==> config.mk <==
export PLATFORM = sky130hd
export DESIGN_NAME = adsp_splitter
export DESIGN_NICKNAME = d
export VERILOG_FILES = /design/src/adsp_pkg.sv /design/src/adsp_splitter.sv
export VERILOG_INCLUDE_DIRS = /design/src /design/src/src
export SDC_FILE = /design/constraint.sdc
export NUM_CORES = 2
export LEC_CHECK = 0
export BUFFER_PORTS_ARGS = -buffer_cell sky130_fd_sc_hd__buf_2
export CAP_MARGIN = 15
export CELL_PAD_IN_SITES_DETAIL_PLACEMENT = 1
export CELL_PAD_IN_SITES_GLOBAL_PLACEMENT = 1
export CORE_UTILIZATION = 30
export DETAILED_ROUTE_END_ITERATION = 10
export HOLD_SLACK_MARGIN = 0.15
export PLACE_DENSITY = 0.74
export SYNTH_ARGS = -nofsm -noshare
export SYNTH_HDL_FRONTEND = slang
export SYNTH_SLANG_ARGS = --single-unit
export TNS_END_PERCENT = 100
==> constraint.sdc <==
create_clock -name mclk_i -period 2.51 [get_ports mclk_i]
set_clock_uncertainty 0.05 [all_clocks]
set_input_delay 0.251 -clock mclk_i [delete_from_list [all_inputs] [get_ports mclk_i]]
set_output_delay 0.251 -clock mclk_i [all_outputs]
set_load 0.005 [all_outputs]
==> src/adsp_consts.svh <==
// named constants of the address decode and access splitter
// assumes a 24-bit byte address and big-endian byte numbering
`ifndef ADSP_CONSTS_SVH
`define ADSP_CONSTS_SVH

// ----------------------------------------
// address map
// ----------------------------------------
`define ADSP_NVM_TOP 24'h01_ffff
`define ADSP_RAM_TOP 24'hff_bfff
`define ADSP_RAM_BASE 24'hff_8000
`define ADSP_IO_BASE 24'hff_e000
`define ADSP_IO_WIDE_LO 24'hff_e100
`define ADSP_IO_WIDE_HI 24'hff_e1ff

// ----------------------------------------
// reserved nonvolatile block, last byte of each slot
// ----------------------------------------
`define ADSP_OPT_END 24'h00_0003
`define ADSP_RST_END 24'h00_0007
`define ADSP_SYSX_END 24'h00_000b
`define ADSP_TRAP_END 24'h00_000f
`define ADSP_IRQ_END 24'h00_006f

// ----------------------------------------
// lanes, fills and channels
// ----------------------------------------
`define ADSP_BE_BOTH 2'h3
`define ADSP_BE_HIGH 2'h2
`define ADSP_BE_LOW 2'h1
`define ADSP_ABSENT_BYTE 8'hff
`define ADSP_CH_FETCH 1
`define ADSP_CH_DATA 0

`endif

==> src/adsp_pkg.sv <==
// types shared by the address decode and access splitter
// assumes nothing beyond a 24-bit address and 32-bit cpu data
package adsp_pkg;

  // transfer size from the core
  typedef enum logic [1:0] {
    SZ_BYTE = 2'b00,
    SZ_WORD = 2'b01,
    SZ_QUAD = 2'b10
  } adsp_size_type;

  // memory areas, also the index of the target port
  typedef enum logic [1:0] {
    AR_NVM = 2'b00,
    AR_RAM = 2'b01,
    AR_IO = 2'b10,
    AR_EXT = 2'b11
  } adsp_area_type;

  // slot of the reserved nonvolatile block
  typedef enum logic [2:0] {
    RV_NONE = 3'b000,
    RV_OPTION = 3'b001,
    RV_RESET = 3'b010,
    RV_SYSEXC = 3'b011,
    RV_TRAP = 3'b100,
    RV_IRQ = 3'b101
  } adsp_resv_type;

  // request from one core channel
  typedef struct packed {
    logic valid;
    logic we;
    adsp_size_type size;
    logic [23:0] addr;
    logic [31:0] wdata;
  } adsp_cpu_req_type;

  // answer to one core channel
  typedef struct packed {
    logic done;
    logic [31:0] rdata;
    adsp_area_type area;
    adsp_resv_type resv;
  } adsp_cpu_rsp_type;

  // one bus cycle to a target, be[1] is the even (high) byte
  typedef struct packed {
    logic valid;
    logic we;
    logic [23:0] addr;
    logic [1:0] be;
    logic [15:0] wdata;
  } adsp_mem_req_type;

  // target reply
  typedef struct packed {
    logic ack;
    logic absent;
    logic [15:0] rdata;
  } adsp_mem_rsp_type;

  // per channel sequencing state
  typedef struct packed {
    logic busy;
    logic pend;
    adsp_area_type area;
    adsp_resv_type resv;
    logic we;
    logic [23:0] addr;
    logic [2:0] rem;
    logic [31:0] wsh;
    logic [31:0] racc;
  } adsp_chan_type;

  // module state apart from the check helpers
  typedef struct packed {
    adsp_chan_type [1:0] ch;
    adsp_mem_req_type [3:0] mreq;
    logic [3:0] own;
    adsp_cpu_rsp_type [1:0] rsp;
  } adsp_state_type;

endpackage

==> src/adsp_splitter.sv <==
// address decode and access splitter between the core and its memories
// assumes targets hold off ack until they have taken or produced data
// Function
// - decode one flat 24-bit space
// - byte, word and quad transfers
// - two areas served in parallel
// - classify reserved low nonvolatile slots
// - ram ends at fixed top address
// - top 8 KB routed to io bus
// - absent io reads return all ones
// - absent io writes have no effect
// - everything else goes external
// - empty external space is undefined
// - big-endian, msb at the address
// - nvm and ram are 16 bits wide
// - io access sized per peripheral
// - external bus 8 or 16 bits
// - even word one, quad two accesses on 16-bit targets
// - odd word two, quad three accesses on 16-bit targets
`include "adsp_consts.svh"
`timescale 1ns/1ps
`default_nettype none

module adsp_splitter (
  // clock and reset
  input wire logic mclk_i,
  input wire logic rst_n_i,
  // core channels, index 1 fetch, 0 data
  input wire adsp_pkg::adsp_cpu_req_type [1:0] cpu_req_i,
  output logic [1:0] cpu_busy_o,
  output adsp_pkg::adsp_cpu_rsp_type [1:0] cpu_rsp_o,
  // targets, indexed by area
  output adsp_pkg::adsp_mem_req_type [3:0] mem_req_o,
  input wire adsp_pkg::adsp_mem_rsp_type [3:0] mem_rsp_i,
  // configuration level
  input wire logic ext_wide_i
);

  // ----------------------------------------
  // decode functions
  // ----------------------------------------

  // area of an address, io first since it tops the map
  function automatic adsp_pkg::adsp_area_type area_of(input logic [23:0] a);
    if (a >= `ADSP_IO_BASE) begin
      area_of = adsp_pkg::AR_IO;
    end else if (a <= `ADSP_RAM_TOP && a >= `ADSP_RAM_BASE) begin
      area_of = adsp_pkg::AR_RAM;
    end else if (a <= `ADSP_NVM_TOP) begin
      area_of = adsp_pkg::AR_NVM;
    end else begin
      // nothing is promised for empty external space
      area_of = adsp_pkg::AR_EXT;
    end
  endfunction

  // slot of the reserved low block
  function automatic adsp_pkg::adsp_resv_type resv_of(input logic [23:0] a);
    if (a <= `ADSP_OPT_END) begin
      resv_of = adsp_pkg::RV_OPTION;
    end else if (a <= `ADSP_RST_END) begin
      resv_of = adsp_pkg::RV_RESET;
    end else if (a <= `ADSP_SYSX_END) begin
      resv_of = adsp_pkg::RV_SYSEXC;
    end else if (a <= `ADSP_TRAP_END) begin
      resv_of = adsp_pkg::RV_TRAP;
    end else if (a <= `ADSP_IRQ_END) begin
      resv_of = adsp_pkg::RV_IRQ;
    end else begin
      resv_of = adsp_pkg::RV_NONE;
    end
  endfunction

  // data path width of the target at an address
  function automatic logic wide_of(input logic [23:0] a, input logic ext_w);
    case (area_of(a))
      adsp_pkg::AR_NVM, adsp_pkg::AR_RAM: wide_of = 1'b1;
      adsp_pkg::AR_IO: wide_of = (a >= `ADSP_IO_WIDE_LO && a <= `ADSP_IO_WIDE_HI);
      default: wide_of = ext_w;
    endcase
  endfunction

  // bytes in a transfer
  function automatic logic [2:0] bytes_of(input adsp_pkg::adsp_size_type sz);
    case (sz)
      adsp_pkg::SZ_WORD: bytes_of = 3'h2;
      adsp_pkg::SZ_QUAD: bytes_of = 3'h4;
      default: bytes_of = 3'h1;
    endcase
  endfunction

  // bus cycles a transfer needs, used by the checks
  function automatic logic [2:0] cycles_of(input adsp_pkg::adsp_size_type sz,
                                           input logic odd, input logic w);
    if (!w) begin
      cycles_of = bytes_of(sz);
    end else if (sz == adsp_pkg::SZ_BYTE) begin
      cycles_of = 3'h1;
    end else if (sz == adsp_pkg::SZ_WORD) begin
      cycles_of = odd ? 3'h2 : 3'h1;
    end else begin
      cycles_of = odd ? 3'h3 : 3'h2;
    end
  endfunction

  // ----------------------------------------
  // state
  // ----------------------------------------
  adsp_pkg::adsp_state_type s_r; // all registered state except the check helpers
  adsp_pkg::adsp_state_type s_nxt; // its next value

  // ----------------------------------------
  // next state
  // ----------------------------------------
  // acks retire first; a channel issues again only the cycle after,
  // which costs a cycle per access but keeps the owner logic trivial
  always_comb begin
    logic cw;
    logic two;
    logic oc;
    logic [7:0] bt;
    logic [15:0] hw;
    adsp_pkg::adsp_area_type ar;
    cw = 1'b0;
    two = 1'b0;
    oc = 1'b0;
    bt = 8'h00;
    hw = 16'h0000;
    ar = adsp_pkg::AR_NVM;
    s_nxt = s_r;
    s_nxt.rsp[0].done = 1'b0;
    s_nxt.rsp[1].done = 1'b0;
    // retire acknowledged accesses
    for (int a = 0; a < 4; a++) begin
      if (s_r.mreq[a].valid && mem_rsp_i[a].ack) begin
        oc = s_r.own[a];
        s_nxt.mreq[a].valid = 1'b0;
        s_nxt.ch[oc].pend = 1'b0;
        hw = mem_rsp_i[a].rdata;
        // absent io location reads as all ones; an absent write retires
        // like any other and nothing in here keeps its data
        if (a == int'(adsp_pkg::AR_IO) && mem_rsp_i[a].absent && !s_r.mreq[a].we) begin
          hw = {`ADSP_ABSENT_BYTE, `ADSP_ABSENT_BYTE};
        end
        // pick the live lane of a partial access
        bt = (s_r.mreq[a].be == `ADSP_BE_HIGH) ? hw[15:8] : hw[7:0];
        if (s_r.mreq[a].be == `ADSP_BE_BOTH) begin
          s_nxt.ch[oc].racc = {s_r.ch[oc].racc[15:0], hw};
        end else begin
          s_nxt.ch[oc].racc = {s_r.ch[oc].racc[23:0], bt};
        end
        // last piece ends the transfer
        if (s_r.ch[oc].rem == 3'h0) begin
          s_nxt.ch[oc].busy = 1'b0;
          s_nxt.rsp[oc].done = 1'b1;
          s_nxt.rsp[oc].rdata = s_nxt.ch[oc].racc;
          s_nxt.rsp[oc].area = s_r.ch[oc].area;
          s_nxt.rsp[oc].resv = s_r.ch[oc].resv;
        end
      end
    end
    // issue, data channel wins a shared free target
    for (int c = 0; c < 2; c++) begin
      ar = s_r.ch[c].area;
      if (s_r.ch[c].busy && !s_r.ch[c].pend && s_r.ch[c].rem != 3'h0
          && !s_r.mreq[ar].valid && !s_nxt.mreq[ar].valid) begin
        cw = wide_of(s_r.ch[c].addr, ext_wide_i);
        two = cw && !s_r.ch[c].addr[0] && s_r.ch[c].rem >= 3'h2;
        s_nxt.mreq[ar].valid = 1'b1;
        s_nxt.mreq[ar].we = s_r.ch[c].we;
        s_nxt.mreq[ar].addr = s_r.ch[c].addr;
        s_nxt.own[ar] = c[0];
        s_nxt.ch[c].pend = 1'b1;
        if (two) begin
          s_nxt.mreq[ar].be = `ADSP_BE_BOTH;
          s_nxt.mreq[ar].wdata = s_r.ch[c].wsh[31:16];
          s_nxt.ch[c].wsh = {s_r.ch[c].wsh[15:0], 16'h0000};
          s_nxt.ch[c].addr = s_r.ch[c].addr + 24'h00_0002;
          s_nxt.ch[c].rem = s_r.ch[c].rem - 3'h2;
        end else begin
          // odd byte sits in the low lane; narrow targets use low lane only
          if (cw && !s_r.ch[c].addr[0]) begin
            s_nxt.mreq[ar].be = `ADSP_BE_HIGH;
          end else begin
            s_nxt.mreq[ar].be = `ADSP_BE_LOW;
          end
          s_nxt.mreq[ar].wdata = {s_r.ch[c].wsh[31:24], s_r.ch[c].wsh[31:24]};
          s_nxt.ch[c].wsh = {s_r.ch[c].wsh[23:0], 8'h00};
          s_nxt.ch[c].addr = s_r.ch[c].addr + 24'h00_0001;
          s_nxt.ch[c].rem = s_r.ch[c].rem - 3'h1;
        end
      end
    end
    // take new transfers on idle channels
    for (int c = 0; c < 2; c++) begin
      if (!s_r.ch[c].busy && cpu_req_i[c].valid) begin
        s_nxt.ch[c].busy = 1'b1;
        s_nxt.ch[c].pend = 1'b0;
        s_nxt.ch[c].area = area_of(cpu_req_i[c].addr);
        s_nxt.ch[c].resv = resv_of(cpu_req_i[c].addr);
        s_nxt.ch[c].we = cpu_req_i[c].we;
        s_nxt.ch[c].addr = cpu_req_i[c].addr;
        s_nxt.ch[c].rem = bytes_of(cpu_req_i[c].size);
        s_nxt.ch[c].racc = 32'h0000_0000;
        // left-justify so the most significant byte leaves first
        case (cpu_req_i[c].size)
          adsp_pkg::SZ_BYTE: s_nxt.ch[c].wsh = {cpu_req_i[c].wdata[7:0], 24'h00_0000};
          adsp_pkg::SZ_WORD: s_nxt.ch[c].wsh = {cpu_req_i[c].wdata[15:0], 16'h0000};
          default: s_nxt.ch[c].wsh = cpu_req_i[c].wdata;
        endcase
      end
    end
  end

  // ----------------------------------------
  // registers
  // ----------------------------------------
  always_ff @(posedge mclk_i) begin
    if (!rst_n_i) begin
      s_r <= '0;
    end else begin
      s_r <= s_nxt;
    end
  end

  // outputs straight from flip-flops
  assign cpu_busy_o = {s_r.ch[1].busy, s_r.ch[0].busy};
  assign cpu_rsp_o = s_r.rsp;
  assign mem_req_o = s_r.mreq;

  // ----------------------------------------
  // checks
  // ----------------------------------------
  // helper: access count, expected count and start per channel
  logic [2:0] chk_cnt_r [2];
  logic [2:0] chk_exp_r [2];
  logic [23:0] chk_start_r [2];
  logic [1:0] chk_wide_r;

  // counts issues since each transfer was taken
  always_ff @(posedge mclk_i) begin
    for (int c = 0; c < 2; c++) begin
      if (!rst_n_i) begin
        chk_cnt_r[c] <= 3'h0;
        chk_exp_r[c] <= 3'h0;
        chk_start_r[c] <= 24'h00_0000;
        chk_wide_r[c] <= 1'b0;
      end else if (!s_r.ch[c].busy && cpu_req_i[c].valid) begin
        chk_cnt_r[c] <= 3'h0;
        chk_wide_r[c] <= wide_of(cpu_req_i[c].addr, ext_wide_i);
        chk_exp_r[c] <= cycles_of(cpu_req_i[c].size, cpu_req_i[c].addr[0],
                                  wide_of(cpu_req_i[c].addr, ext_wide_i));
        chk_start_r[c] <= cpu_req_i[c].addr;
      end else if (!s_r.ch[c].pend && s_nxt.ch[c].pend) begin
        chk_cnt_r[c] <= chk_cnt_r[c] + 3'h1;
      end
    end
  end
endmodule

`default_nettype wire

==> flow_metrics.py <==
metrics = {
    "status": {
        "status": "finished with violations",
        "violations": "negative setup slack",
    },
    "setup_path": {
        "rr_endpoint": "mem_req_o[95]$_SDFF_PN0_",
        "r2r_slack_ns": -0.12,
        "cp.buffers_inverters": 1,
        "cp_slowest_cell": "or4_4",
        "crit_family": "simple AND/OR/NAND/NOR gates",
        "worstRegToRegCells": 8,
        "worst_setup_path_end_kind": "register",
        "cp.arrival_ns": 3.10,
        "slowest_delay_ns": 0.54,
        "path_class": "register to register",
        "crit_required_ns": 2.98,
        "cp_max_fo": 8,
        "path_depth": 8,
        "path_cells": "nand3_2 > or4_4 > a221o_2 > nor2_8 > buf_12 > mux2_4 > nor2b_1 > a22o_1",
        "startpoint_type": "register",
        "r2r_start": "s_r[437]$_SDFFE_PN0P_",
    },
    "place": {
        "gp_congestion": 0.926,
        "io_buffers": 445,
        "placed_cells": 5028,
        "dp_hpwl_um": 99400,
        "detailed_place.area_um2": 30800,
    },
    "timing": {
        "setup_viol": 42,
        "relSlewSlack_pct": 45.7,
        "final_max_slew_viol_count": 0,
        "hold_viol": 0,
        "post-route-min-period_ns": 2.63,
        "rsz0062_at_grt": "true",
        "max_clock_freq_mhz": 380,
        "post-route-period-util_pct": 105,
        "setup_slack_ns": -0.118,
        "worst_pin_slew_ns": 0.811,
    },
    "clock_network": {
        "insertion_delay_ns": 0.65,
        "cts_tree": "built",
        "numCtsBuffers": 52,
        "clk_path_buf_depth": 3,
        "clkTransAtPathRegs_ns": 0.07,
        "cts_sinks": 438,
        "cts_root_buf": "clkbuf_16",
        "htree_levels": 2,
    },
    "global_routing": {
        "grt_max_degree": 89,
        "first_global_vias": 31000,
        "grt_antenna_before_repair": 2,
        "grt_usage_pct": 28.8,
        "grt_overflow": 0,
        "grt_pass1_wl_um": 206000,
    },
    "floorplanning": {
        "fp.dieArea_um2": 92800,
        "die_w_um": 305,
        "fp-row-count": 110,
        "coreArea_um2": 90400,
        "die_y_um": 305,
        "io_pins": 449,
        "start_util_pct": 30.4,
    },
    "cells_and_area": {
        "stdcell_count": 5300,
        "synthToLayoutAreaGrowth_pct": 27.7,
        "final_area_um2": 35100,
        "drive_gt1_share_pct": 26.1,
        "layout.nets": 4296,
        "utilization_pct": 38.8,
    },
    "routing": {
        "antenna_left": 0,
        "drc": 0,
        "viasPerCell": 5.94,
        "drtIter0Drc": 3179,
        "wl_per_cell_um": 26.6,
        "drt_pre_antenna_iters": 7,
        "via_count": 31466,
        "finalWirelength_um": 141000,
    },
    "min_path": {
        "hp-class": "primary input to register",
        "hold_start": "mem_rsp_i[58]",
        "hold_path_depth": 5,
        "hold_end": "s_r[260]$_SDFF_PP0_",
    },
    "power": {
        "p_leak_nw": 14.1,
        "cellPowerDensity_nw_per_um2": 567,
        "peakVddDrop_mv": 0.564,
        "power.total_w": 0.0199,
    },
    "flow_run": {
        "timing.max_cap.violations": 0,
    },
    "logic_synthesis": {
        "synthCells": 3754,
        "synth.top_cells.by_count": "656 x nand2_1, 438 x dfxtp_1, 368 x a21oi_1, 354 x clkbuf_1, 354 x nor2_1",
        "synth_top_cell_area_share_pct": 31.9,
        "yosysWarningCount": 0,
        "synthArstFlopShare_pct": 0,
        "synth_cell_type_count": 74,
        "seq_area_frac_synth_pct": 31.9,
        "syn_area_um2": 27500,
        "ys_top_cells_by_area": "dfxtp_1 32%, nand2_1 9.0%, buf_4 7.0%",
        "synth-edff-count": 0,
        "yosys.area.top_type": "dfxtp_1",
        "synth_nets": 3970,
        "syn_avg_cell_area_um2": 7.32,
        "synthFlopType": "dfxtp_1",
        "synth-seq-cells": 438,
        "yosysMostFrequentCell": "nand2_1",
    },
}
==> layer usage <==
| layer | GRT usage, % | wire [um] | vias up |
|---|---|---|---|
| li1 | - | - | 13897 |
| met1 | 35.5 | 55800 | 15637 |
| met2 | 48.6 | 66800 | 1589 |
| met3 | 4.90 | 11100 | 341 |
| met4 | 13.2 | 7520 | 2 |
| met5 | 0 | 10 | - |
==> cells by family after synthesis <==
| logic type | synth area share, % |
|---|---|
| mux | 5.54 |
| compound gates | 27.7 |
| xor+xnor | 0.255 |
| simple gates | 20.7 |
| buf+inv | 13.0 |
| flops | 31.9 |
| fa+ha+maj | 0.956 |
==> worst max path at each step <==
stage | start | endpoint | slack, ns
CTS | s_r[437]$_SDFFE_PN0P_ | s_r[442]$_SDFFE_PN0P_ | -0.13
global route | s_r[437]$_SDFFE_PN0P_ | s_r[445]$_SDFFE_PN0P_ | -0.18
global placement | s_r[343]$_SDFFE_PN0P_ | mem_req_o[16]$_SDFF_PN0_ | -0.40
finish | s_r[437]$_SDFFE_PN0P_ | mem_req_o[95]$_SDFF_PN0_ | -0.12
floorplan | s_r[445]$_SDFFE_PN0P_ | mem_req_o[91]$_SDFF_PN0_ | -0.1
detailed placement | s_r[339]$_SDFFE_PN0P_ | mem_req_o[16]$_SDFF_PN0_ | -0.39
==> power breakdown <==
part | leakage, nW | internal, W | total (W) | switching, W
clock network | 0.893 | 0.00470 | 0.00820 | 0.00350
registers | 3.55 | 0.00726 | 0.00768 | 0.000420
logic | 9.61 | 0.00170 | 0.00402 | 0.00233
==> cell usage in the layout, fill, tap and decap left out, types with 20 or more instances in the layout <==
cell,count
a311oi_1,106
nand2_1,647
a21boi_0,22
a21oi_1,353
inv_1,30
and3_1,50
nor2_1,345
a211oi_1,36
nand3_1,55
mux2_2,36
dfxtp_1,430
a31oi_1,51
o21ai_0,116
o211ai_1,64
buf_12,46
mux2i_1,87
o22ai_1,48
a221oi_1,81
a22oi_1,61
clkbuf_16,55
dlygate4sd3_1,142
a222oi_1,26
buf_2,444
buf_4,270
o21ai_2,20
ha_1,21
nor3_1,42
==> state kept, by name, summed over array words and instances, names as in the netlist <==
signal	count
s_r	184
mem_req_o	176
cpu_rsp_o	76
cpu_busy_o	2
==> what timing repair did <==
item	4_1_cts	5_1_grt
hold endpoints to repair	183	0
gates cloned	7	2
setup buffers	5	19
pin swaps	14	41
hold buffers	143	0
resized for setup	52	123
endpoints found under the setup margin	168	192
==> worst min-delay path, stage by stage <==
cell and delay [ns]:
buf_2 0.08, mux2i_1 0.21, nor2_1 0.17, a21oi_1 0.05, nor2_1 0.07
==> stage by stage <==
stage               setup slack (ns)  TNS [ns]  hold slack (ns)
floorplan                    -0.0984     -1.47            0.337
global placement              -0.404     -8.76            0.391
detailed placement            -0.392    -17.76            0.395
CTS                           -0.125     -1.62            0.151
global route                  -0.177     -8.48            0.165
finish                        -0.118     -1.70            0.157
==> area by class of cell <==
| cell class | count | area (um^2) |
|---|---|---|
| Fill cell | 10929 | 55300 |
| Clock buffer | 77 | 1550 |
| Multi-Input combinational cell | 2632 | 15900 |
| Clock inverter | 20 | 270 |
| Timing Repair Buffer | 924 | 6990 |
| Inverter | 32 | 128 |
| Tap cell | 1176 | 1470 |
| Sequential cell | 438 | 8780 |
| Antenna cell | 1 | 2.50 |
Power figures use the tool's default switching activity.
